File: config.mk
export PLATFORM = sky130hd
export DESIGN_NAME = ifr_irq_regs
export DESIGN_NICKNAME = d
export VERILOG_FILES = /design/src/common/ifr_pkg.sv /design/src/logic/ifr_flag_reg.sv /design/src/logic/ifr_irq_regs.sv /design/src/logic/ifr_vec_pick.sv
export SDC_FILE = /design/constraint.sdc
export NUM_CORES = 1
export LEC_CHECK = 0
export ABC_AREA = 0
export BUFFER_PORTS_ARGS = -buffer_cell sky130_fd_sc_hd__buf_2
export CAP_MARGIN = 20
export CORE_UTILIZATION = 40
export CTS_BUF_LIST = sky130_fd_sc_hd__clkbuf_8 sky130_fd_sc_hd__clkbuf_16
export DETAILED_ROUTE_END_ITERATION = 8
export PLACE_DENSITY = 0.7
export SETUP_SLACK_MARGIN = 0.15
export SYNTH_ARGS = -nofsm -noshare
export SYNTH_HDL_FRONTEND = slang
export SYNTH_SLANG_ARGS = --single-unit
File: constraint.sdc
create_clock -name pclk -period 2.1 [get_ports pclk]
set_input_delay 0 -clock pclk [delete_from_list [all_inputs] [get_ports pclk]]
set_output_delay 0 -clock pclk [all_outputs]
set_load 0.01 [all_outputs]
File: src/common/ifr_pkg.sv
// Package: register map, field layout, variant codes and masks of the flag block
package ifr_pkg;

    // ==========================================================
    // Device variants, smallest first
    localparam logic [2:0] IFR_VAR_A = 3'h0;
    localparam logic [2:0] IFR_VAR_B = 3'h1;
    localparam logic [2:0] IFR_VAR_C = 3'h2;
    localparam logic [2:0] IFR_VAR_D = 3'h3;
    localparam logic [2:0] IFR_VAR_E = 3'h4;

    // ==========================================================
    // Register byte offsets on the bus
    localparam logic [11:0] IFR_OFS_GROUP2 = 12'h000;
    localparam logic [11:0] IFR_OFS_GROUP3 = 12'h004;
    localparam logic [11:0] IFR_OFS_TIMER0 = 12'h008;
    localparam logic [11:0] IFR_OFS_TIMER1 = 12'h00c;
    localparam logic [11:0] IFR_OFS_PERIPH = 12'h010;
    localparam logic [11:0] IFR_OFS_CTRL   = 12'h014;
    localparam logic [11:0] IFR_OFS_STATUS = 12'h018;

    // ==========================================================
    // Reset values and fields
    localparam logic [7:0] IFR_RST_VALUE   = 8'h00;
    localparam int         IFR_CTRL_GEN    = 0;
    localparam int         IFR_STAT_PEND   = 0;
    localparam int         IFR_STAT_VEC_LO = 4;

    // Implemented bits of the group2, group3, timer0 and timer1 registers for a given variant
    function automatic logic [7:0] ifr_mask_group2(input logic [2:0] v);
        ifr_mask_group2 = (v == IFR_VAR_E) ? 8'h77 : 8'hff;
    endfunction

    function automatic logic [7:0] ifr_mask_group3(input logic [2:0] v);
        ifr_mask_group3 = (v == IFR_VAR_E) ? 8'hff : 8'h00;
    endfunction

    function automatic logic [7:0] ifr_mask_timer0(input logic [2:0] v);
        ifr_mask_timer0 = (v < IFR_VAR_C) ? 8'h33 : 8'hff;
    endfunction

    function automatic logic [7:0] ifr_mask_timer1(input logic [2:0] v);
        ifr_mask_timer1 = (v == IFR_VAR_A) ? 8'h33 : 8'h77;
    endfunction

    // Four-slot one-hot decode, used by service clears
    function automatic logic [3:0] ifr_onehot4(input logic [1:0] i);
        ifr_onehot4 = 4'h1 << i;
    endfunction

endpackage

File: src/logic/ifr_flag_reg.sv
// One 8-bit flag/enable register with hardware set and clear
`timescale 1ns/100ps
`default_nettype none
module ifr_flag_reg #(
    parameter logic [7:0] IMPL_MASK = 8'hff
) (
    input  wire logic       pclk,
    input  wire logic       presetn,
    input  wire logic       wr_en,
    input  wire logic [7:0] wr_data,
    input  wire logic [3:0] hw_set,
    input  wire logic [3:0] hw_clr,
    output logic      [7:0] value
);

    logic [7:0] value_reg;
    logic [7:0] value_next;
    wire  [7:0] set_w  = {hw_set, 4'h0};
    wire  [7:0] clr_w  = {hw_clr, 4'h0};
    wire  [7:0] base_w = wr_en ? wr_data : value_reg;

    // Set applied last so an event in a clearing cycle is kept
    assign value_next = ((base_w & ~clr_w) | set_w) & IMPL_MASK;
    assign value      = value_reg;

    // ==========================================================
    // Storage
    always_ff @(posedge pclk or negedge presetn) begin
        if (!presetn) begin
            value_reg <= ifr_pkg::IFR_RST_VALUE;
        end else begin
            value_reg <= value_next;
        end
    end

endmodule // ifr_flag_reg
`default_nettype wire

File: src/logic/ifr_irq_regs.sv
// Interrupt flag and enable registers for groups 2/3 and sub-registers
//
// How it works
// - Small variants: group2 MF3,TB1,TB0,MF2 plus enables
// - Largest variant: group2 MF3..MF1, bits 7,3 empty
// - Largest variant: group3 MF5,TB1,TB0,MF4 plus enables
// - Flag one means pending; enable one permits
// - Unimplemented bits always read back zero
// - Two smallest: timer0 A/P flags and enables
// - Larger three add timer2 A/P at 7,6
// - Non-smallest: timer1 adds comparator B flag/enable
// - Smallest: timer1 holds only A/P flags and enables
// - Vector only when flag, enable, global set
// - Member flag rising sets its multifunction flag
// - Service clears its flag and global enable
`timescale 1ns/100ps
`default_nettype none
module ifr_irq_regs #(
    parameter logic [2:0] VARIANT = ifr_pkg::IFR_VAR_A
) (
    input  wire logic        pclk,
    input  wire logic        presetn,
    input  wire logic        psel,
    input  wire logic        penable,
    input  wire logic        pwrite,
    input  wire logic [11:0] paddr,
    input  wire logic [31:0] pwdata,
    input  wire logic [3:0]  pstrb,
    output logic      [31:0] prdata,
    output logic             pready,
    output logic             pslverr,
    input  wire logic        timebase0_evt,
    input  wire logic        timebase1_evt,
    input  wire logic        timer0_cmpa_evt,
    input  wire logic        timer0_cmpp_evt,
    input  wire logic        timer2_cmpa_evt,
    input  wire logic        timer2_cmpp_evt,
    input  wire logic        timer1_cmpa_evt,
    input  wire logic        timer1_cmpp_evt,
    input  wire logic        timer1_cmpb_evt,
    input  wire logic        eeprom_evt,
    input  wire logic        lowvolt_evt,
    input  wire logic        ext_periph_evt,
    input  wire logic        serial_if_evt,
    input  wire logic        multifunc3_member_evt,
    input  wire logic        multifunc4_member_evt,
    input  wire logic        multifunc5_member_evt,
    input  wire logic        svc_ack,
    input  wire logic [2:0]  svc_vector,
    output logic             irq_request,
    output logic      [2:0]  irq_vector,
    output logic             global_irq_en
);

    localparam logic [7:0] MASK_G2 = ifr_pkg::ifr_mask_group2(VARIANT);
    localparam logic [7:0] MASK_G3 = ifr_pkg::ifr_mask_group3(VARIANT);
    localparam logic [7:0] MASK_T0 = ifr_pkg::ifr_mask_timer0(VARIANT);
    localparam logic [7:0] MASK_T1 = ifr_pkg::ifr_mask_timer1(VARIANT);
    localparam logic [7:0] MASK_PE = 8'hff;
    localparam bit         LARGE   = (VARIANT == ifr_pkg::IFR_VAR_E);

    // ==========================================================
    // Bus decode
    wire setup_w  = psel & ~penable;
    wire access_w = psel & penable;
    wire wr_w     = access_w & pwrite & pstrb[0];
    wire hit_g2   = (paddr == ifr_pkg::IFR_OFS_GROUP2);
    wire hit_g3   = (paddr == ifr_pkg::IFR_OFS_GROUP3);
    wire hit_t0   = (paddr == ifr_pkg::IFR_OFS_TIMER0);
    wire hit_t1   = (paddr == ifr_pkg::IFR_OFS_TIMER1);
    wire hit_pe   = (paddr == ifr_pkg::IFR_OFS_PERIPH);
    wire hit_ct   = (paddr == ifr_pkg::IFR_OFS_CTRL);
    wire hit_st   = (paddr == ifr_pkg::IFR_OFS_STATUS);
    wire hit_any  = hit_g2 | hit_g3 | hit_t0 | hit_t1 | hit_pe | hit_ct
                  | hit_st;

    logic [31:0] prdata_reg;
    logic        pready_reg;
    logic        pslverr_reg;
    logic        irq_request_reg;
    logic [2:0]  irq_vector_reg;
    logic        gen_reg;
    logic        gen_next;
    logic [3:0]  t1_prev_reg;
    logic [3:0]  pe_prev_reg;
    logic [7:0]  g2_q;
    logic [7:0]  g3_q;
    logic [7:0]  t0_q;
    logic [7:0]  t1_q;
    logic [7:0]  pe_q;
    logic        pick_valid;
    logic [2:0]  pick_idx;

    // ==========================================================
    // Multi-function sources: any newly set member flag
    wire mf2_src = |(pe_q[7:4] & ~pe_prev_reg);
    wire mf1_src = |(t1_q[7:4] & ~t1_prev_reg);

    // Group flag set vectors, bits 7..4 of each group register
    wire [3:0] g2_set_w = LARGE ?
        {1'b0, multifunc3_member_evt, mf2_src, mf1_src} :
        {multifunc3_member_evt, timebase1_evt, timebase0_evt,
         mf2_src};
    wire [3:0] g3_set_w = {multifunc5_member_evt, timebase1_evt,
                           timebase0_evt, multifunc4_member_evt};

    // Sub-register set vectors; the mask drops absent sources
    wire [3:0] t0_set_w = {timer2_cmpa_evt, timer2_cmpp_evt,
                           timer0_cmpa_evt, timer0_cmpp_evt};
    wire [3:0] t1_set_w = {1'b0, timer1_cmpb_evt,
                           timer1_cmpa_evt, timer1_cmpp_evt};
    wire [3:0] pe_set_w = {eeprom_evt, lowvolt_evt,
                           ext_periph_evt, serial_if_evt};

    // Service clears the vectored slot only
    wire [3:0] svc_hot  = ifr_pkg::ifr_onehot4(svc_vector[1:0]);
    wire [3:0] g2_clr_w = (svc_ack & ~svc_vector[2]) ? svc_hot : 4'h0;
    wire [3:0] g3_clr_w = (svc_ack &  svc_vector[2]) ? svc_hot : 4'h0;

    // ==========================================================
    // Register cells
    ifr_flag_reg #(.IMPL_MASK(MASK_G2)) u_group2 (
        .pclk    (pclk),
        .presetn (presetn),
        .wr_en   (wr_w & hit_g2),
        .wr_data (pwdata[7:0]),
        .hw_set  (g2_set_w),
        .hw_clr  (g2_clr_w),
        .value   (g2_q)
    );

    ifr_flag_reg #(.IMPL_MASK(MASK_G3)) u_group3 (
        .pclk    (pclk),
        .presetn (presetn),
        .wr_en   (wr_w & hit_g3),
        .wr_data (pwdata[7:0]),
        .hw_set  (g3_set_w),
        .hw_clr  (g3_clr_w),
        .value   (g3_q)
    );

    ifr_flag_reg #(.IMPL_MASK(MASK_T0)) u_timer0 (
        .pclk    (pclk),
        .presetn (presetn),
        .wr_en   (wr_w & hit_t0),
        .wr_data (pwdata[7:0]),
        .hw_set  (t0_set_w),
        .hw_clr  (4'h0),
        .value   (t0_q)
    );

    ifr_flag_reg #(.IMPL_MASK(MASK_T1)) u_timer1 (
        .pclk    (pclk),
        .presetn (presetn),
        .wr_en   (wr_w & hit_t1),
        .wr_data (pwdata[7:0]),
        .hw_set  (t1_set_w),
        .hw_clr  (4'h0),
        .value   (t1_q)
    );

    ifr_flag_reg #(.IMPL_MASK(MASK_PE)) u_periph (
        .pclk    (pclk),
        .presetn (presetn),
        .wr_en   (wr_w & hit_pe),
        .wr_data (pwdata[7:0]),
        .hw_set  (pe_set_w),
        .hw_clr  (4'h0),
        .value   (pe_q)
    );

    // ==========================================================
    // Vector selection: a slot needs both its flag and its enable
    wire [7:0] slot_req = {g3_q[7:4] & g3_q[3:0],
                           g2_q[7:4] & g2_q[3:0]};

    ifr_vec_pick u_pick (
        .slot_req   (slot_req),
        .pick_valid (pick_valid),
        .pick_idx   (pick_idx)
    );

    // Global enable: service clear beats a software set
    assign gen_next = svc_ack ? 1'b0 :
                      (wr_w & hit_ct) ? pwdata[ifr_pkg::IFR_CTRL_GEN] :
                      gen_reg;

    // Request is held off while a service is acknowledged
    wire req_next = gen_reg & pick_valid & ~svc_ack;

    // ==========================================================
    // Read mux, captured in the setup phase
    wire [7:0] stat_w = {1'b0, irq_vector_reg, 3'h0, irq_request_reg};
    wire [7:0] rd_byte =
        hit_g2 ? g2_q :
        hit_g3 ? g3_q :
        hit_t0 ? t0_q :
        hit_t1 ? t1_q :
        hit_pe ? pe_q :
        hit_ct ? {7'h00, gen_reg} :
        hit_st ? stat_w : 8'h00;

    // Bus answer registers; zero wait, error on unmapped address
    always_ff @(posedge pclk or negedge presetn) begin
        if (!presetn) begin
            prdata_reg  <= 32'h0000_0000;
            pready_reg  <= 1'b0;
            pslverr_reg <= 1'b0;
        end else begin
            pready_reg <= 1'b1;
            if (setup_w) begin
                prdata_reg  <= {24'h00_0000, rd_byte};
                pslverr_reg <= ~hit_any;
            end
        end
    end

    // Control and vectoring state
    always_ff @(posedge pclk or negedge presetn) begin
        if (!presetn) begin
            gen_reg         <= 1'b0;
            irq_request_reg <= 1'b0;
            irq_vector_reg  <= 3'h0;
            t1_prev_reg     <= 4'h0;
            pe_prev_reg     <= 4'h0;
        end else begin
            gen_reg         <= gen_next;
            irq_request_reg <= req_next;
            irq_vector_reg  <= pick_idx;
            t1_prev_reg     <= t1_q[7:4];
            pe_prev_reg     <= pe_q[7:4];
        end
    end

    assign prdata        = prdata_reg;
    assign pready        = pready_reg;
    assign pslverr       = pslverr_reg;
    assign irq_request   = irq_request_reg;
    assign irq_vector    = irq_vector_reg;
    assign global_irq_en = gen_reg;

    // ==========================================================
    // Checks
    a_unimpl_zero: assert property (
        @(posedge pclk) disable iff (!presetn)
        ((g2_q & ~MASK_G2) == 8'h00) && ((t0_q & ~MASK_T0) == 8'h00)
        && ((t1_q & ~MASK_T1) == 8'h00) && ((g3_q & ~MASK_G3) == 8'h00))
        else $error("unimplemented bit set");

    a_global_blocks: assert property (
        @(posedge pclk) disable iff (!presetn)
        !gen_reg |=> !irq_request)
        else $error("request while global enable low");

    a_vector_cause: assert property (
        @(posedge pclk) disable iff (!presetn)
        irq_request |-> $past(slot_req[pick_idx]) && $past(gen_reg))
        else $error("request without flag and enable");

    a_req_follows: assert property (
        @(posedge pclk) disable iff (!presetn)
        (gen_reg && pick_valid && !svc_ack) |=> irq_request)
        else $error("enabled flag raised no request");

    a_enable_blocks: assert property (
        @(posedge pclk) disable iff (!presetn)
        (gen_reg && !svc_ack && slot_req == 8'h00) |=> !irq_request)
        else $error("request with no enabled flag");

    a_mf2_set: assert property (
        @(posedge pclk) disable iff (!presetn)
        mf2_src |=> (LARGE ? g2_q[5] : g2_q[4]))
        else $error("multifunction flag not set");

    a_svc_gen_clr: assert property (
        @(posedge pclk) disable iff (!presetn)
        svc_ack |=> !gen_reg ##1 !irq_request)
        else $error("service left global enable set");

    a_gen_write: assert property (
        @(posedge pclk) disable iff (!presetn)
        (wr_w && hit_ct && !svc_ack)
        |=> gen_reg == $past(pwdata[ifr_pkg::IFR_CTRL_GEN]))
        else $error("global enable write not stored");

    a_svc_flag_clr: assert property (
        @(posedge pclk) disable iff (!presetn)
        (svc_ack && !svc_vector[2] && !(wr_w && hit_g2)
         && (g2_set_w & svc_hot) == 4'h0 && MASK_G2[svc_vector[1:0] + 4])
        |=> !g2_q[$past(svc_vector[1:0]) + 4])
        else $error("serviced flag not cleared");

    a_timebase_set: assert property (
        @(posedge pclk) disable iff (!presetn)
        (timebase0_evt && !LARGE) |=> g2_q[5])
        else $error("time base flag missed");

    a_write_lands: assert property (
        @(posedge pclk) disable iff (!presetn)
        (wr_w && hit_pe && pe_set_w == 4'h0) |=> pe_q == $past(pwdata[7:0]))
        else $error("software write not stored");

    a_t1_write_mask: assert property (
        @(posedge pclk) disable iff (!presetn)
        (wr_w && hit_t1 && t1_set_w == 4'h0)
        |=> t1_q == ($past(pwdata[7:0]) & MASK_T1))
        else $error("timer1 write not stored");

    // No hardware clear on sub-registers, so only a write may drop a flag
    a_flag_holds: assert property (
        @(posedge pclk) disable iff (!presetn)
        (t0_q[4] && !(wr_w && hit_t0)) |=> t0_q[4])
        else $error("pending flag dropped");

endmodule // ifr_irq_regs
`default_nettype wire

File: src/logic/ifr_vec_pick.sv
// Fixed-priority picker over the eight vector slots, lowest slot first
`timescale 1ns/100ps
`default_nettype none
module ifr_vec_pick (
    input  wire logic [7:0] slot_req,
    output logic            pick_valid,
    output logic      [2:0] pick_idx
);

    // Scan from the top down so the lowest requesting slot wins
    always_comb begin
        pick_idx = 3'h0;
        for (int i = 7; i >= 0; i--) begin
            if (slot_req[i]) begin
                pick_idx = 3'(i);
            end
        end
    end

    assign pick_valid = |slot_req;

endmodule // ifr_vec_pick
`default_nettype wire

### Word level (Yosys, flattened, before mapping)

Cells that the tools add are included.

* register bits after elaboration: 43
* output and inout bits: 39
* logic and storage cells: 71
* input bits: 73

* bitwise logic cells: 31
* shift-type cells: 1
* reductions and logical operators: 4
* muxes and demuxes: 18
* eq/ne operators: 6

Operators with widths (number)
* 2-to-1 mux 8 bit: 7
* == test 12 x 5 -> 1 bit, second input constant: 3
* == test 12 x 4 -> 1 bit, second input constant: 2
* OR 8 bit: 2
* 2-to-1 mux 7 bit: 2
* AND 1 bit: 12
* == test 12 x 3 -> 1 bit, second input constant: 1
* zero test 12 bit: 1
* 2-to-1 mux 6 bit: 2
* OR 6 bit: 2
* AND 4 bit: 2
* AND 8 bit: 1
* 2-to-1 mux 2 bit: 4
* NOT 8 bit: 1
* OR reduction 4 bit: 2
* OR 1 bit: 6
* 2-to-1 mux 4 bit: 1
* NOT 1 bit: 4
* NOT 4 bit: 1
* << shifter 1 x 2 -> 4 bit, first input constant: 1
* 2-to-1 mux 1 bit: 2
* nonzero test 2 bit: 1

### Logic depth before layout (Yosys ltp)

Gate-level depths: netlist of the first run.

* depth in word-level cells: 8
* gate-level depth with buffers: 6
* mapped depth without buffers: 4

### Hierarchy

Synthesis of the first run repeated with hierarchy kept, for this count alone.

* cell total of the unflattened synthesis: 299
* area total of the unflattened synthesis: 2776.4 µm²

Modules (own cells, without submodules)
* ifr_irq_regs: cells each 205, times used 1, seq. area each 475.5 µm², area an instance 1565.3 µm²
* ifr_flag_reg (u_group2 ...): cells each 21, times used 2, seq. area each 200.2 µm², area an instance 341.6 µm²
* ifr_flag_reg (u_timer0 ...): cells each 15, times used 2, seq. area each 100.1 µm², area an instance 191.4 µm²
* ifr_vec_pick: cells each 13, times used 1, seq. area each 0.0 µm², area an instance 81.3 µm²
* ifr_flag_reg (u_group3): cells each 9, times used 1, seq. area each 0.0 µm², area an instance 63.8 µm²

### Least setup slack after synthesis of the first run

No wires, ideal clock.

* kind: in2reg
* start point: input paddr[9]
* end point: register prdata_reg[0] (netlist: prdata[0])
* cell stages on the path: 4
* buffers on the path: 0
* data arrival time: 1344 ps
* path slack: 682 ps
* required time: 2026 ps
* library setup time: 74 ps
* cells stage by stage: or4_4 or3_1 a311o_1 o21ai_2

* longest elaborated chain between the ends: 8
* elaborated cells on any way between the ends: 14
* those cells by class: eq/ne (6); mux (7); reduce/logical (1)

Ends and longest elaborated chain
* start: declaration: RTL line ifr_irq_regs.sv:26 `input wire logic [11:0] paddr,`
* == test 12 x 5 -> 1 bit: RTL line ifr_irq_regs.sv:73 `wire hit_st = (paddr == ifr_pkg::IFR_OFS_STATUS);`
* 2-to-1 mux 7 bit: RTL line ifr_irq_regs.sv:201 `hit_st ? stat_w : 8'h00;`
* 2-to-1 mux 7 bit: RTL line ifr_irq_regs.sv:200 `hit_ct ? {7'h00, gen_reg} :`
* 2-to-1 mux 8 bit: RTL line ifr_irq_regs.sv:199 `hit_pe ? pe_q :`
* 2-to-1 mux 8 bit: RTL line ifr_irq_regs.sv:198 `hit_t1 ? t1_q :`
* 2-to-1 mux 8 bit: RTL line ifr_irq_regs.sv:197 `hit_t0 ? t0_q :`
* 2-to-1 mux 8 bit: RTL line ifr_irq_regs.sv:196 `hit_g3 ? g3_q :`
* 2-to-1 mux 8 bit *: RTL line ifr_irq_regs.sv:195 `hit_g2 ? g2_q :`
* end signal: assignment: RTL line ifr_irq_regs.sv:212 `prdata_reg <= {24'h00_0000, rd_byte};`
* end: declaration: RTL line ifr_irq_regs.sv:77 `logic [31:0] prdata_reg;`

Mark *: on every way between the ends. The rest lies on a longest branch, timed or not.
A chain may end at the register's enable or synchronous reset.

### Final worst setup path of the first run

* start point: input paddr[4]
* end point: register u_group2.value_reg[6] (netlist: u_group2.value[6])

* longest elaborated chain between the ends: 5

Ends and longest elaborated chain
* zero test 12 bit: RTL line ifr_irq_regs.sv:67 `wire hit_g2 = (paddr == ifr_pkg::IFR_OFS_GROUP2);`
* AND 1 bit: RTL line ifr_irq_regs.sv:125 `.wr_en (wr_w & hit_g2),`
* 2-to-1 mux 8 bit: RTL line ifr_flag_reg.sv:20 `wire [7:0] base_w = wr_en ? wr_data : value_reg;`
* AND 8 bit: RTL line ifr_flag_reg.sv:23 `assign value_next = ((base_w & ~clr_w) | set_w) & IMPL_MASK;`
* OR 8 bit: RTL line ifr_flag_reg.sv:23
* net u_group2.value_next[6]: RTL line ifr_flag_reg.sv:17 `logic [7:0] value_next;`
* end signal: assignment: RTL line ifr_flag_reg.sv:30 `value_reg <= ifr_pkg::IFR_RST_VALUE;`
* end signal: assignment: RTL line ifr_flag_reg.sv:32 `value_reg <= value_next;`
* end: declaration: RTL line ifr_flag_reg.sv:16 `logic [7:0] value_reg;`

The timed path passes the listed nets, and every way through them passes these cells.

==> impl_table.tex, run 1 <==
\begin{tabular}{lr}
\hline
Metric & Value \\
\hline
\multicolumn{2}{l}{\textbf{Outcome}} \\
Outcome & complete, no violations \\
\multicolumn{2}{l}{\textbf{Clocking}} \\
Clock Pin Slew Worst Setup and Hold Paths & 0.08 ns \\
Post-CTS repair timing setup buffer count & 0 \\
Clock tree from TritonCTS & yes \\
Number of buffers between clock root and the deepest sink & 2 \\
Sink Count & 42 \\
Clock Root Buffer & clkbuf\_8 \\
Gates resized, CTS repair & 0 \\
Inserted Clock Buffers & 5 \\
Clock latency of the later-clocked register in the worst-skew pair & around 0.30 ns \\
Depth of the CTS H-tree & 2 \\
\multicolumn{2}{l}{\textbf{Worst setup path}} \\
Startpoint Class & input pin \\
Data arrival at the endpoint of the critical path & 2.00 ns \\
Crit path capture type & flip-flop \\
Worst R2R End & u\_group2.value[6]\$\_DFF\_PN0\_ \\
FF-to-FF Start & u\_group2.value[6]\$\_DFF\_PN0\_ \\
Highest net fanout along the worst path & 17 \\
Critical path class & in -> reg \\
Required time at the worst-slack endpoint & 2.29 ns \\
Slowest library cell on the worst path & dlygate4sd3\_1 \\
Reg2reg path depth & 3 \\
CP Cell Sequence & buf\_2, nor4\_1, nand4\_1, and3\_1, a311o\_1, dlygate4sd3\_1 \\
Worst reg-to-reg setup slack & 0.57 ns \\
Biggest cell delay along the critical path & 0.55 ns \\
\multicolumn{2}{l}{\textbf{Floorplanning}} \\
Cell Rows & 27 \\
Core area & 0.00547 mm2 \\
Count of pins on the block boundary & 112 \\
Die H & 77.2 um \\
Horizontal die dimension & 77.2 um \\
Die Area & 0.00595 mm2 \\
Initial core utilization & 0.413 \\
\multicolumn{2}{l}{\textbf{Place}} \\
Detailed Place HPWL & 3.75 mm \\
Count of placed standard cells including taps & 331 \\
Post-Place Worst Slack & 0.387 ns \\
Routability congestion estimate & slightly above 0.8 \\
IO buf count & 54 \\
\multicolumn{2}{l}{\textbf{Final layout}} \\
Signed area change from the synthesized netlist to the final layout & 23.9\% \\
Count of inserted antenna diode cells & 0 \\
Layout Nets & approximately 360 \\
Fraction of layout cells with a size suffix above 1 & 0.301 \\
Filler cell count & 522 \\
Final Instance Count excl. Fillers & 358 \\
\multicolumn{2}{l}{\textbf{Routing}} \\
Drt first-iter violations & 120 \\
Antenna viol nets, final & 0 \\
DRC violation count after routing & 0 \\
Ratio of routed vias to standard cells & between 5 and 6 \\
Detailed-routing iteration count for the pre-antenna-repair pass & 4 \\
Routed vias & 1901 \\
Drt wl/cell & between 10 and 15 um \\
WL final & 5.24 mm \\
\multicolumn{2}{l}{\textbf{Synthesis}} \\
Area of the mapped netlist & 0.00226 mm2 \\
Most instantiated library cell after synthesis & dfrtp\_1 \\
Cell variety after synth & 46 \\
Syn\_area\_per\_cell & 10.7 um2 \\
Largest area contributor in the synthesized netlist & dfrtp\_1 \\
Fraction of registers with async set/reset & 1.00 \\
Area share of the largest cell type after synthesis & 0.465 \\
Primary flip-flop cell chosen by synthesis mapping & dfrtp\_1 \\
Synth warnings & 0 \\
Number of synthesized flops with an enable pin & 0 \\
Cell types with the largest area share after synthesis & dfrtp\_1, buf\_4, mux2\_2 \\
Most frequent cells after synthesis & dfrtp\_1, buf\_4, mux2\_2 \\
Gate count after technology mapping & 211 \\
Fraction of the yosys area taken by sequential cells & 0.465 \\
Synth Register Bits & 42 \\
\multicolumn{2}{l}{\textbf{Timing}} \\
Min setup slack post-route & 0.285 ns \\
Final worst path period need & 1.81 ns \\
Setup repair after global routing missed its margin & false \\
Final hold violation count & 0 \\
Sum of negative setup slack & 0 ns \\
Slew of the pin with the lowest slew margin & $\sim$0.9 ns \\
Max transition margin & 0.396 \\
Fraction of the cycle the final worst path needs & 0.864 \\
Layout Skew & 0.00605 ns \\
Final-report setup violation count & 0 \\
Number of slew-limit violations in the final report & 0 \\
Highest Clock Rate & 551 MHz \\
\multicolumn{2}{l}{\textbf{Global routing}} \\
Antenna violations before repair & 0 \\
Gr usage total & 0.188 \\
Via count of the first global-routing pass & about 1.8k \\
Pin count of the biggest net entering global routing & 43 \\
Wire length of the first global-routing pass & 8.73 mm \\
GRT overflow & 0 \\
\multicolumn{2}{l}{\textbf{Hold path}} \\
Worst hold path type & in -> reg \\
Hold EP & u\_timer0.value[5]\$\_DFF\_PN0\_ \\
Min-Delay Startpoint & pwdata[5] \\
Number of instances on the worst hold path & 3 \\
\multicolumn{2}{l}{\textbf{Pwr}} \\
Worst IR drop on VDD & 0.000262 V \\
Cell Pwr Density & 551 mW/mm2 \\
Leakage Power & 1.36 nW \\
\multicolumn{2}{l}{\textbf{Job}} \\
Maximum Capacitance Violations & 0 \\
\hline
\end{tabular}
==> routing by layer <==
layer | wire length (um) | GRT usage | share of wire | vias up
met5 | 0 | 0 | 0 | -
met4 | 89 | 0.0679 | 0.017 | 0
li1 | - | - | - | 877
met1 | 2300 | 0.247 | 0.44 | 928
met2 | 2510 | 0.304 | 0.48 | 88
met3 | 341 | 0.0381 | 0.065 | 8
==> cell families (layout without fill, tap and decap cells) <==
kind of cell	count (synthesis)	count (layout)	synth area share
compound gates	36	36	0.128
simple gates	71	71	0.195
flops	42	42	0.465
buf+inv	39	90	0.107
other cells	2	26	0.00332
mux	21	21	0.101
==> final cells by class <==
cell class	count	area (um2)	area share
inverters	6	22.5	0.00805
multi-input cells	154	1060	0.378
clock inverters	2	12.5	0.00447
well taps	72	90.1	0.0322
clock buffers	6	82.6	0.0295
flip-flops and latches	42	1050	0.376
repair buffers	76	483	0.173
==> metrics by stage <==
stage	instance area (um2)	power (mW)	hold slack, ns	utilization
after detailed placement	2510	0.984	0.183	0.459
after global routing	2800	1.60	0.0264	0.511
after floorplan	2350	0.939	-0.296	-
after global placement	2510	0.982	0.181	0.459
final	2800	1.54	0.0176	0.511
after CTS	2800	1.55	0.0180	0.511
==> power by group <==
group,total (mW),switching [mW],internal (mW),leakage (nW)
registers,0.820,0.00531,0.815,0.505
logic,0.176,0.101,0.0748,0.808
clock network,0.548,0.283,0.264,0.0472
total,1.54,0.390,1.15,1.36
==> worst max-delay path: cells and delay by family <==
family / cells / cell delay, ns
buffers and inverters: 2 / 0.74
AOI/OAI and AO/OA: 1 / 0.30
and+or+nand+nor: 3 / 0.96
==> layout by cell type, fill, tap and decap left out, drive strengths merged, types with 5 or more instances in the layout <==
master and n:
inv 6, nor2 12, clkbuf 6, and2 5, nand2 7, a32oi 5
conb 26, a221o 5, nand3 5, buf 57, mux2 14, dlygate4sd3 19
nand2b 5, dfrtp 42, and3 7, mux2i 7
==> worst max-delay path by stage <==
stage,from,endpoint,slack (ns),cells past startpoint
after detailed placement,paddr[3],u_timer0.value[0]$_DFFE_PN0P_,0.39,5
after floorplan,paddr[9],prdata[0]$_DFFE_PN0P_,0.68,4
final,paddr[4],u_group2.value[6]$_DFF_PN0_,0.29,6
after CTS,paddr[4],u_group2.value[6]$_DFF_PN0_,0.34,6
after global routing,paddr[4],u_group2.value[6]$_DFF_PN0_,0.19,6
after global placement,paddr[9],u_periph.value[3]$_DFFE_PN0N_,0.42,5
==> timing repair <==
item,CTS,global route
hold buffers,19,0
setup endpoints to repair,0,0
endpoints found under the hold margin,62,0
Note: power is estimated with default switching activity, not from simulation.
==> run 2: changes to the inputs <==
--- a/config.mk
+++ b/config.mk
@@ -11,8 +11,9 @@
 export CORE_UTILIZATION = 40
 export CTS_BUF_LIST = sky130_fd_sc_hd__clkbuf_8 sky130_fd_sc_hd__clkbuf_16
 export DETAILED_ROUTE_END_ITERATION = 8
-export PLACE_DENSITY = 0.7
+export PLACE_DENSITY = 0.67
 export SETUP_SLACK_MARGIN = 0.15
 export SYNTH_ARGS = -nofsm -noshare
 export SYNTH_HDL_FRONTEND = slang
+export SYNTH_HIERARCHICAL = 1
 export SYNTH_SLANG_ARGS = --single-unit
==> run 2 against run 1 <==
  * The run now ends with design-rule violations left
  * Sequential power is 7.2% higher
  * Die area grew 21%
  * Combinational power up 59%
  * Register-to-register slack improved by 0.33 ns
  * Wire length up 24%
  * Clock-buffer cell count increased by 1
  * Synthesized area is 22% higher
  * Worst setup slack improved by 0.078 ns
  * Synthesized cell count is 39% higher
  * Critical path depth unchanged
  * Non-clock buffer count rose by 12
  * Largest cell class unchanged
  * Highest routed layer unchanged
==> impl_table.tex, run 2 <==
\begin{tabular}{lr}
\hline
Metric & Value \\
\hline
\multicolumn{2}{l}{\textbf{Timing}} \\
Fraction of the cycle the final worst path needs & 0.827 (-0.0371) \\
Max transition margin & 0.633 (+0.237) \\
Final hold violation count & 0 (unchanged) \\
Sum of negative setup slack & 0 ns (unchanged) \\
Hold slack & 0.0128 ns (-0.00484 ns) \\
Slew of the pin with the lowest slew margin & 0.550 ns (-0.356 ns) \\
Final-report setup violation count & 0 (unchanged) \\
Layout Skew & 0.00682 ns (+0.000777 ns) \\
Highest Clock Rate & 576 MHz (+4.5\%) \\
Setup repair after global routing missed its margin & false \\
Final worst path period need & 1.74 ns (-0.0779 ns) \\
Number of slew-limit violations in the final report & 0 (unchanged) \\
\multicolumn{2}{l}{\textbf{Final layout}} \\
Commonest non-fill, non-tap cell in the layout & buf\_2 \\
Area occupied by multi-input gates & 0.00143 mm2 (+35\%) \\
Signed area change from the synthesized netlist to the final layout & 20.7\% \\
Final Instance Count excl. Fillers & 456 (+27\%) \\
Count of inserted antenna diode cells & 0 (unchanged) \\
FF/Latch Area & 0.00108 mm2 (+2.4\%) \\
Most used cells in the layout excluding fill and tap cells & buf\_2, conb\_1, dfrtp\_1 \\
Layout Nets & 451 (+26\%) \\
Share of the core filled with cells & 0.511 (-0.000547) \\
Fraction of layout cells with a size suffix above 1 & 0.264 (-0.0368) \\
Filler cell count & 614 (+18\%) \\
\multicolumn{2}{l}{\textbf{Clocking}} \\
Clock Pin Slew Worst Setup and Hold Paths & 0.08 ns (about the same) \\
Depth of the CTS H-tree & 2 (unchanged) \\
Number of buffers between clock root and the deepest sink & 2 (unchanged) \\
Post-CTS repair timing setup buffer count & 0 (unchanged) \\
Clock tree from TritonCTS & yes \\
Inserted Clock Buffers & 5 (unchanged) \\
Clock Root Buffer & clkbuf\_8 \\
Sink Count & 43 (+2.4\%) \\
Clock latency of the later-clocked register in the worst-skew pair & 0.30 ns (about the same) \\
\multicolumn{2}{l}{\textbf{Worst setup path}} \\
Slowest library cell on the worst path & or4\_4 \\
Highest net fanout along the worst path & 6 (-11) \\
Biggest cell delay along the critical path & 0.57 ns (+0.02 ns) \\
Required time at the worst-slack endpoint & 2.29 ns (about the same) \\
Crit path capture type & flip-flop \\
Data arrival at the endpoint of the critical path & 1.93 ns (-0.07 ns) \\
Critical path class & in -> reg \\
CP Cell Sequence & buf\_2, or4\_4, or3\_2, nor3\_2, buf\_4, mux2\_4 \\
Startpoint Class & input pin \\
\multicolumn{2}{l}{\textbf{Floorplanning}} \\
Count of pins on the block boundary & 112 (unchanged) \\
Initial core utilization & 0.423 (+0.0103) \\
Die Area & 0.00721 mm2 (+21\%) \\
Die H & 84.9 um (+10\%) \\
Core area & 0.00649 mm2 (+19\%) \\
Cell Rows & 29 (+7.4\%) \\
Horizontal die dimension & 84.9 um (+10\%) \\
\multicolumn{2}{l}{\textbf{Place}} \\
Routability congestion estimate & 0.885 (+8.1\%) \\
Detailed Place HPWL & 4.86 mm (+30\%) \\
Count of placed standard cells including taps & 431 (+30\%) \\
IO buf count & 55 (+1.9\%) \\
\multicolumn{2}{l}{\textbf{Global routing}} \\
Via count of the first global-routing pass & 2193 (+23\%) \\
Pin count of the biggest net entering global routing & 44 (+2.3\%) \\
GRT overflow & 0 (unchanged) \\
Gr usage total & 0.193 (+0.00488) \\
Wire length of the first global-routing pass & 10.7 mm (+23\%) \\
Antenna violations before repair & 0 (unchanged) \\
\multicolumn{2}{l}{\textbf{Routing}} \\
Drt wl/cell & 14.2 um (-2.8\%) \\
Routed vias & 2261 (+19\%) \\
DRC violation count after routing & 5 (+5) \\
Detailed-routing iteration count for the pre-antenna-repair pass & 6 (+2) \\
Ratio of routed vias to standard cells & 4.96 (-6.6\%) \\
WL final & 6.49 mm (+24\%) \\
Antenna viol nets, final & 0 (unchanged) \\
Drt first-iter violations & 190 (+58\%) \\
\multicolumn{2}{l}{\textbf{Pwr}} \\
Leakage Power & 1.55 nW (+14\%) \\
Worst IR drop on VDD & 0.000386 V (+47\%) \\
Cell Pwr Density & 523 mW/mm2 (-5.1\%) \\
\multicolumn{2}{l}{\textbf{Outcome}} \\
Outcome & complete, but fails checks \\
Violated checks & design-rule violations \\
\multicolumn{2}{l}{\textbf{Hold path}} \\
Worst hold path type & in -> reg \\
\multicolumn{2}{l}{\textbf{Synthesis}} \\
Area of the mapped netlist & 0.00275 mm2 (+22\%) \\
Syn\_area\_per\_cell & 9.38 um2 (-12\%) \\
Gate count after technology mapping & 293 (+39\%) \\
Synth warnings & 6 (+6) \\
\multicolumn{2}{l}{\textbf{Job}} \\
Maximum Capacitance Violations & 0 (unchanged) \\
\hline
\end{tabular}
run 2: power by group:
group          leakage, nW  switching, mW  internal [mW]
combinational        0.970          0.158          0.122
clock               0.0557          0.282          0.296
sequential           0.524         0.0211          0.858
total                 1.55          0.461           1.28
run 2: stage by stage:
step	cell area (um2)	setup slack (ns)	power [mW]
floorplan	2920	0.157	1.09
global route	3320	0.253	1.82
detailed placement	3040	-0.0686	1.15
CTS	3310	0.223	1.74
global placement	3040	-0.0605	1.14
finish	3320	0.363	1.74
run 2: metal layers:
layer  up-vias  GRT usage  part of all wire
li1       1105          -                 -
met1      1076      0.261              0.46
met2        74      0.321              0.48
met3         6     0.0311             0.046
met4         0     0.0555            0.0074
met5         -          0                 0
run 2: cell type report:
class                           instances  share of cell area
Tap cell                               77              0.0290
Sequential cell                        43               0.324
Inverter                               14              0.0158
Timing Repair Buffer                   88               0.170
Clock buffer                            7              0.0290
Multi-Input combinational cell        226               0.430
Clock inverter                          1             0.00113
run 2: timing repair:
action	CTS	global route
endpoints found under the setup margin	0	1
endpoints found under the hold margin	64	0
resized for setup	0	1
hold buffers	17	0
run 2: worst max-delay path, delay by kind of cell:
family	cells	cell delay, ns
buffers and inverters	2	0.31
muxes	1	0.31
and+or+nand+nor	3	1.32
run 2: final timing paths:
check	startpoint	endpoint	slack, ns	cells past startpoint
worst max-delay path	paddr[11]	u_periph/value[3]$_DFFE_PN0P_	0.36	6
worst min-delay path	pwdata[0]	u_periph/value[0]$_DFFE_PN0P_	0.01	2
worst max register to register	u_timer0/value[0]$_DFFE_PN0P_	prdata[0]$_DFFE_PN0P_	0.90	4
worst min register to register	u_periph/value[4]$_DFF_PN0_	pe_prev_reg[0]$_DFF_PN0_	0.41	0
max in group asynchronous	presetn	u_periph/value[1]$_DFFE_PN0P_	1.42	3
min in group asynchronous	presetn	prdata[7]$_DFFE_PN0P_	0.32	3
==> run 3: changes to the inputs <==
--- a/config.mk
+++ b/config.mk
@@ -5,13 +5,13 @@
 export SDC_FILE = /design/constraint.sdc
 export NUM_CORES = 1
 export LEC_CHECK = 0
-export ABC_AREA = 0
+export ABC_AREA = 1
 export BUFFER_PORTS_ARGS = -buffer_cell sky130_fd_sc_hd__buf_2
 export CAP_MARGIN = 20
 export CORE_UTILIZATION = 40
 export CTS_BUF_LIST = sky130_fd_sc_hd__clkbuf_8 sky130_fd_sc_hd__clkbuf_16
 export DETAILED_ROUTE_END_ITERATION = 8
-export PLACE_DENSITY = 0.67
+export PLACE_DENSITY = 0.65
 export SETUP_SLACK_MARGIN = 0.15
 export SYNTH_ARGS = -nofsm -noshare
 export SYNTH_HDL_FRONTEND = slang
==> constraint.sdc (replaced) <==
create_clock -name pclk -period 1.8 [get_ports pclk]
set_input_delay 0 -clock pclk [delete_from_list [all_inputs] [get_ports pclk]]
set_output_delay 0 -clock pclk [all_outputs]
set_load 0.01 [all_outputs]
==> run 3 against run 2 <==
  * The run now ends clean
  * Flip-flop and latch count stayed put
  * Register-to-register slack got worse by 0.27 ns
  * Combinational power up 7.9%
  * Synthesized cell count is 58% higher
  * Synthesized area is 15% higher
  * Worst setup slack improved by 0.18 ns
  * Critical endpoint is now u_group2/value[5]$_DFF_PN0_
  * Largest cell class unchanged
==> impl_table.tex, run 3 <==
\begin{tabular}{lr}
\hline
Metric & Value \\
\hline
\multicolumn{2}{l}{\textbf{Outcome}} \\
Outcome & complete, no violations \\
\multicolumn{2}{l}{\textbf{Routing}} \\
Drt wl/cell & 10.3 um (-27\%) \\
Antenna viol nets, final & 0 (unchanged) \\
Drt first-iter violations & 114 (-40\%) \\
Detailed-routing iteration count for the pre-antenna-repair pass & 5 (-1) \\
WL final & 6.69 mm (+3.1\%) \\
DRC violation count after routing & 0 (-5) \\
Ratio of routed vias to standard cells & 4.28 (-14\%) \\
Routed vias & 2775 (+23\%) \\
\multicolumn{2}{l}{\textbf{Timing}} \\
Setup repair after global routing missed its margin & false \\
Highest Clock Rate & between 700 and 800 MHz \\
Fraction of the cycle the final worst path needs & 0.699 \\
Number of slew-limit violations in the final report & 0 (unchanged) \\
Layout Skew & 0.00567 ns (-0.00116 ns) \\
Max transition margin & 0.449 (-0.184) \\
Final-report setup violation count & 0 (unchanged) \\
Final worst path period need & 1.26 ns \\
Sum of negative setup slack & 0 ns (unchanged) \\
Final hold violation count & 0 (unchanged) \\
Slew of the pin with the lowest slew margin & 0.827 ns (+0.277 ns) \\
\multicolumn{2}{l}{\textbf{Final layout}} \\
Fraction of layout cells with a size suffix above 1 & 0.236 (-0.0276) \\
Commonest non-fill, non-tap cell in the layout & nand2\_1 \\
Most used cells in the layout excluding fill and tap cells & nand2\_1, inv\_1, buf\_2 \\
Signed area change from the synthesized netlist to the final layout & 16.1\% \\
Filler cell count & 803 (+31\%) \\
Post-route design area & 0.00367 mm2 (+11\%) \\
Layout Nets & 618 (+37\%) \\
Count of inserted antenna diode cells & 0 (unchanged) \\
\multicolumn{2}{l}{\textbf{Synthesis}} \\
Synth warnings & 6 (unchanged) \\
Gate count after technology mapping & 462 (+58\%) \\
Syn\_area\_per\_cell & 6.85 um2 (-27\%) \\
Area of the mapped netlist & 0.00316 mm2 (+15\%) \\
\multicolumn{2}{l}{\textbf{Job}} \\
Maximum Capacitance Violations & 0 (unchanged) \\
\multicolumn{2}{l}{\textbf{Pwr}} \\
Leakage Power & 2.16 nW (+40\%) \\
Worst IR drop on VDD & 0.000367 V (-5.0\%) \\
Cell Pwr Density & 525 mW/mm2 (+0.30\%) \\
\multicolumn{2}{l}{\textbf{Clocking}} \\
Depth of the CTS H-tree & 2 (unchanged) \\
Number of buffers between clock root and the deepest sink & 2 (unchanged) \\
Clock Pin Slew Worst Setup and Hold Paths & 0.08 ns (about the same) \\
Clock latency of the later-clocked register in the worst-skew pair & 0.30 ns (about the same) \\
Clock tree from TritonCTS & yes \\
Post-CTS repair timing setup buffer count & 0 (unchanged) \\
Sink Count & 43 (unchanged) \\
Clock Root Buffer & clkbuf\_8 \\
Inserted Clock Buffers & 5 (unchanged) \\
Gates resized, CTS repair & 0 (unchanged) \\
\multicolumn{2}{l}{\textbf{Worst setup path}} \\
CP Cell Sequence & dlygate4sd3\_1, buf\_2, inv\_1, or2\_2, nor3\_1, clkinv\_1, nand3\_2, nand2\_2 \\
Critical path class & in -> reg \\
Highest net fanout along the worst path & 4 (-2) \\
Critical path buffer and inverter count & 4 (+2) \\
Required time at the worst-slack endpoint & 2.00 ns (-0.29 ns) \\
Data arrival at the endpoint of the critical path & 1.46 ns (-0.47 ns) \\
Largest delay contributor family on the critical path & buffers and inverters \\
Crit path capture type & flip-flop \\
Startpoint Class & input pin \\
Biggest cell delay along the critical path & 0.52 ns (-0.05 ns) \\
Slowest library cell on the worst path & dlygate4sd3\_1 \\
\multicolumn{2}{l}{\textbf{Global routing}} \\
Antenna violations before repair & 0 (unchanged) \\
GRT overflow & 0 (unchanged) \\
Pin count of the biggest net entering global routing & 38 (-14\%) \\
Wire length of the first global-routing pass & 11.6 mm (+8.3\%) \\
Gr usage total & 0.179 (-0.0141) \\
Via count of the first global-routing pass & 2569 (+17\%) \\
\multicolumn{2}{l}{\textbf{Hold path}} \\
Worst hold path type & in -> reg \\
\multicolumn{2}{l}{\textbf{Floorplanning}} \\
Count of pins on the block boundary & 112 (unchanged) \\
Initial core utilization & 0.411 (-0.0118) \\
Die H & 90.9 um (+7.1\%) \\
Horizontal die dimension & 90.9 um (+7.1\%) \\
Die Area & 0.00827 mm2 (+15\%) \\
Cell Rows & 32 (+10\%) \\
Core area & 0.00769 mm2 (+18\%) \\
\multicolumn{2}{l}{\textbf{Place}} \\
Detailed Place HPWL & 5.40 mm (+11\%) \\
Routability congestion estimate & 0.866 (-2.2\%) \\
IO buf count & 55 (unchanged) \\
Placed cell areas & 0.00342 mm2 (+12\%) \\
\hline
\end{tabular}
-- run 3: path summary, 6_finish.rpt --
path | startpoint | endpoint | slack, ns | depth (start not counted)
setup / recovery | svc_ack | u_group2/value[5]$_DFF_PN0_ | 0.54 | 8
setup reg to reg | u_periph/value[4]$_DFF_PN0_ | prdata[4]$_DFFE_PN0P_ | 0.63 | 6
max in group asynchronous | presetn | u_timer0/value[4]$_DFF_PN0_ | 0.84 | 3
min in group asynchronous | presetn | prdata[3]$_DFFE_PN0P_ | 0.33 | 2
hold reg to reg | u_periph/value[7]$_DFF_PN0_ | pe_prev_reg[3]$_DFF_PN0_ | 0.43 | 0
hold / removal | pwdata[6] | u_group2/value[6]$_DFF_PN0_ | 0.01 | 5
-- run 3: cell type report --
class / count / area, um2 / area share
flip-flops and latches: 43 / 1080 / 0.293
clock buffers: 5 / 68.8 / 0.0187
multi-input cells: 316 / 1510 / 0.410
repair buffers: 77 / 483 / 0.131
clock inverters: 3 / 15.0 / 0.00409
well taps: 102 / 128 / 0.0347
inverters: 102 / 398 / 0.108
-- run 3: worst register-to-register path, cell delays in order (launching register included) --
cell and delay [ns]:
dfrtp_1 0.46, nand3_1 0.11, nand3_1 0.07, nor2_1 0.18, nand3_1 0.12, nand2_1 0.07, nand2_1 0.05
-- run 3: layer usage --
layer	share of wire	routed length, um	track usage	vias to the layer above
met5	0	0	0	-
met4	0.031	209	0.0860	0
met3	0.033	222	0.0295	12
met2	0.48	3210	0.301	59
met1	0.46	3050	0.221	1251
li1	-	-	-	1453
-- run 3: repair_timing --
action / CTS / global route
hold buffers: 17 / 0
hold endpoints to repair: 60 / 0
setup endpoints to repair: 0 / 0
-- run 3: metrics by stage --
step                setup slack, ns  cells  hold WS, ns   util  power [mW]
floorplan                     0.627    506       -0.296      -        1.26
global placement              0.491    623        0.145  0.445        1.30
detailed placement            0.460    623        0.144  0.445        1.31
CTS                           0.548    648      0.00666  0.478        1.94
global route                  0.431    648       0.0325  0.478        2.03
finish                        0.542    648       0.0139  0.478        1.93
-- run 3: where the power goes --
group          total, mW  switching (mW)  internal (mW)  leakage [nW]
combinational      0.302           0.184          0.118          1.58
clock              0.609           0.343          0.266        0.0477
sequential          1.02          0.0220          0.996         0.532
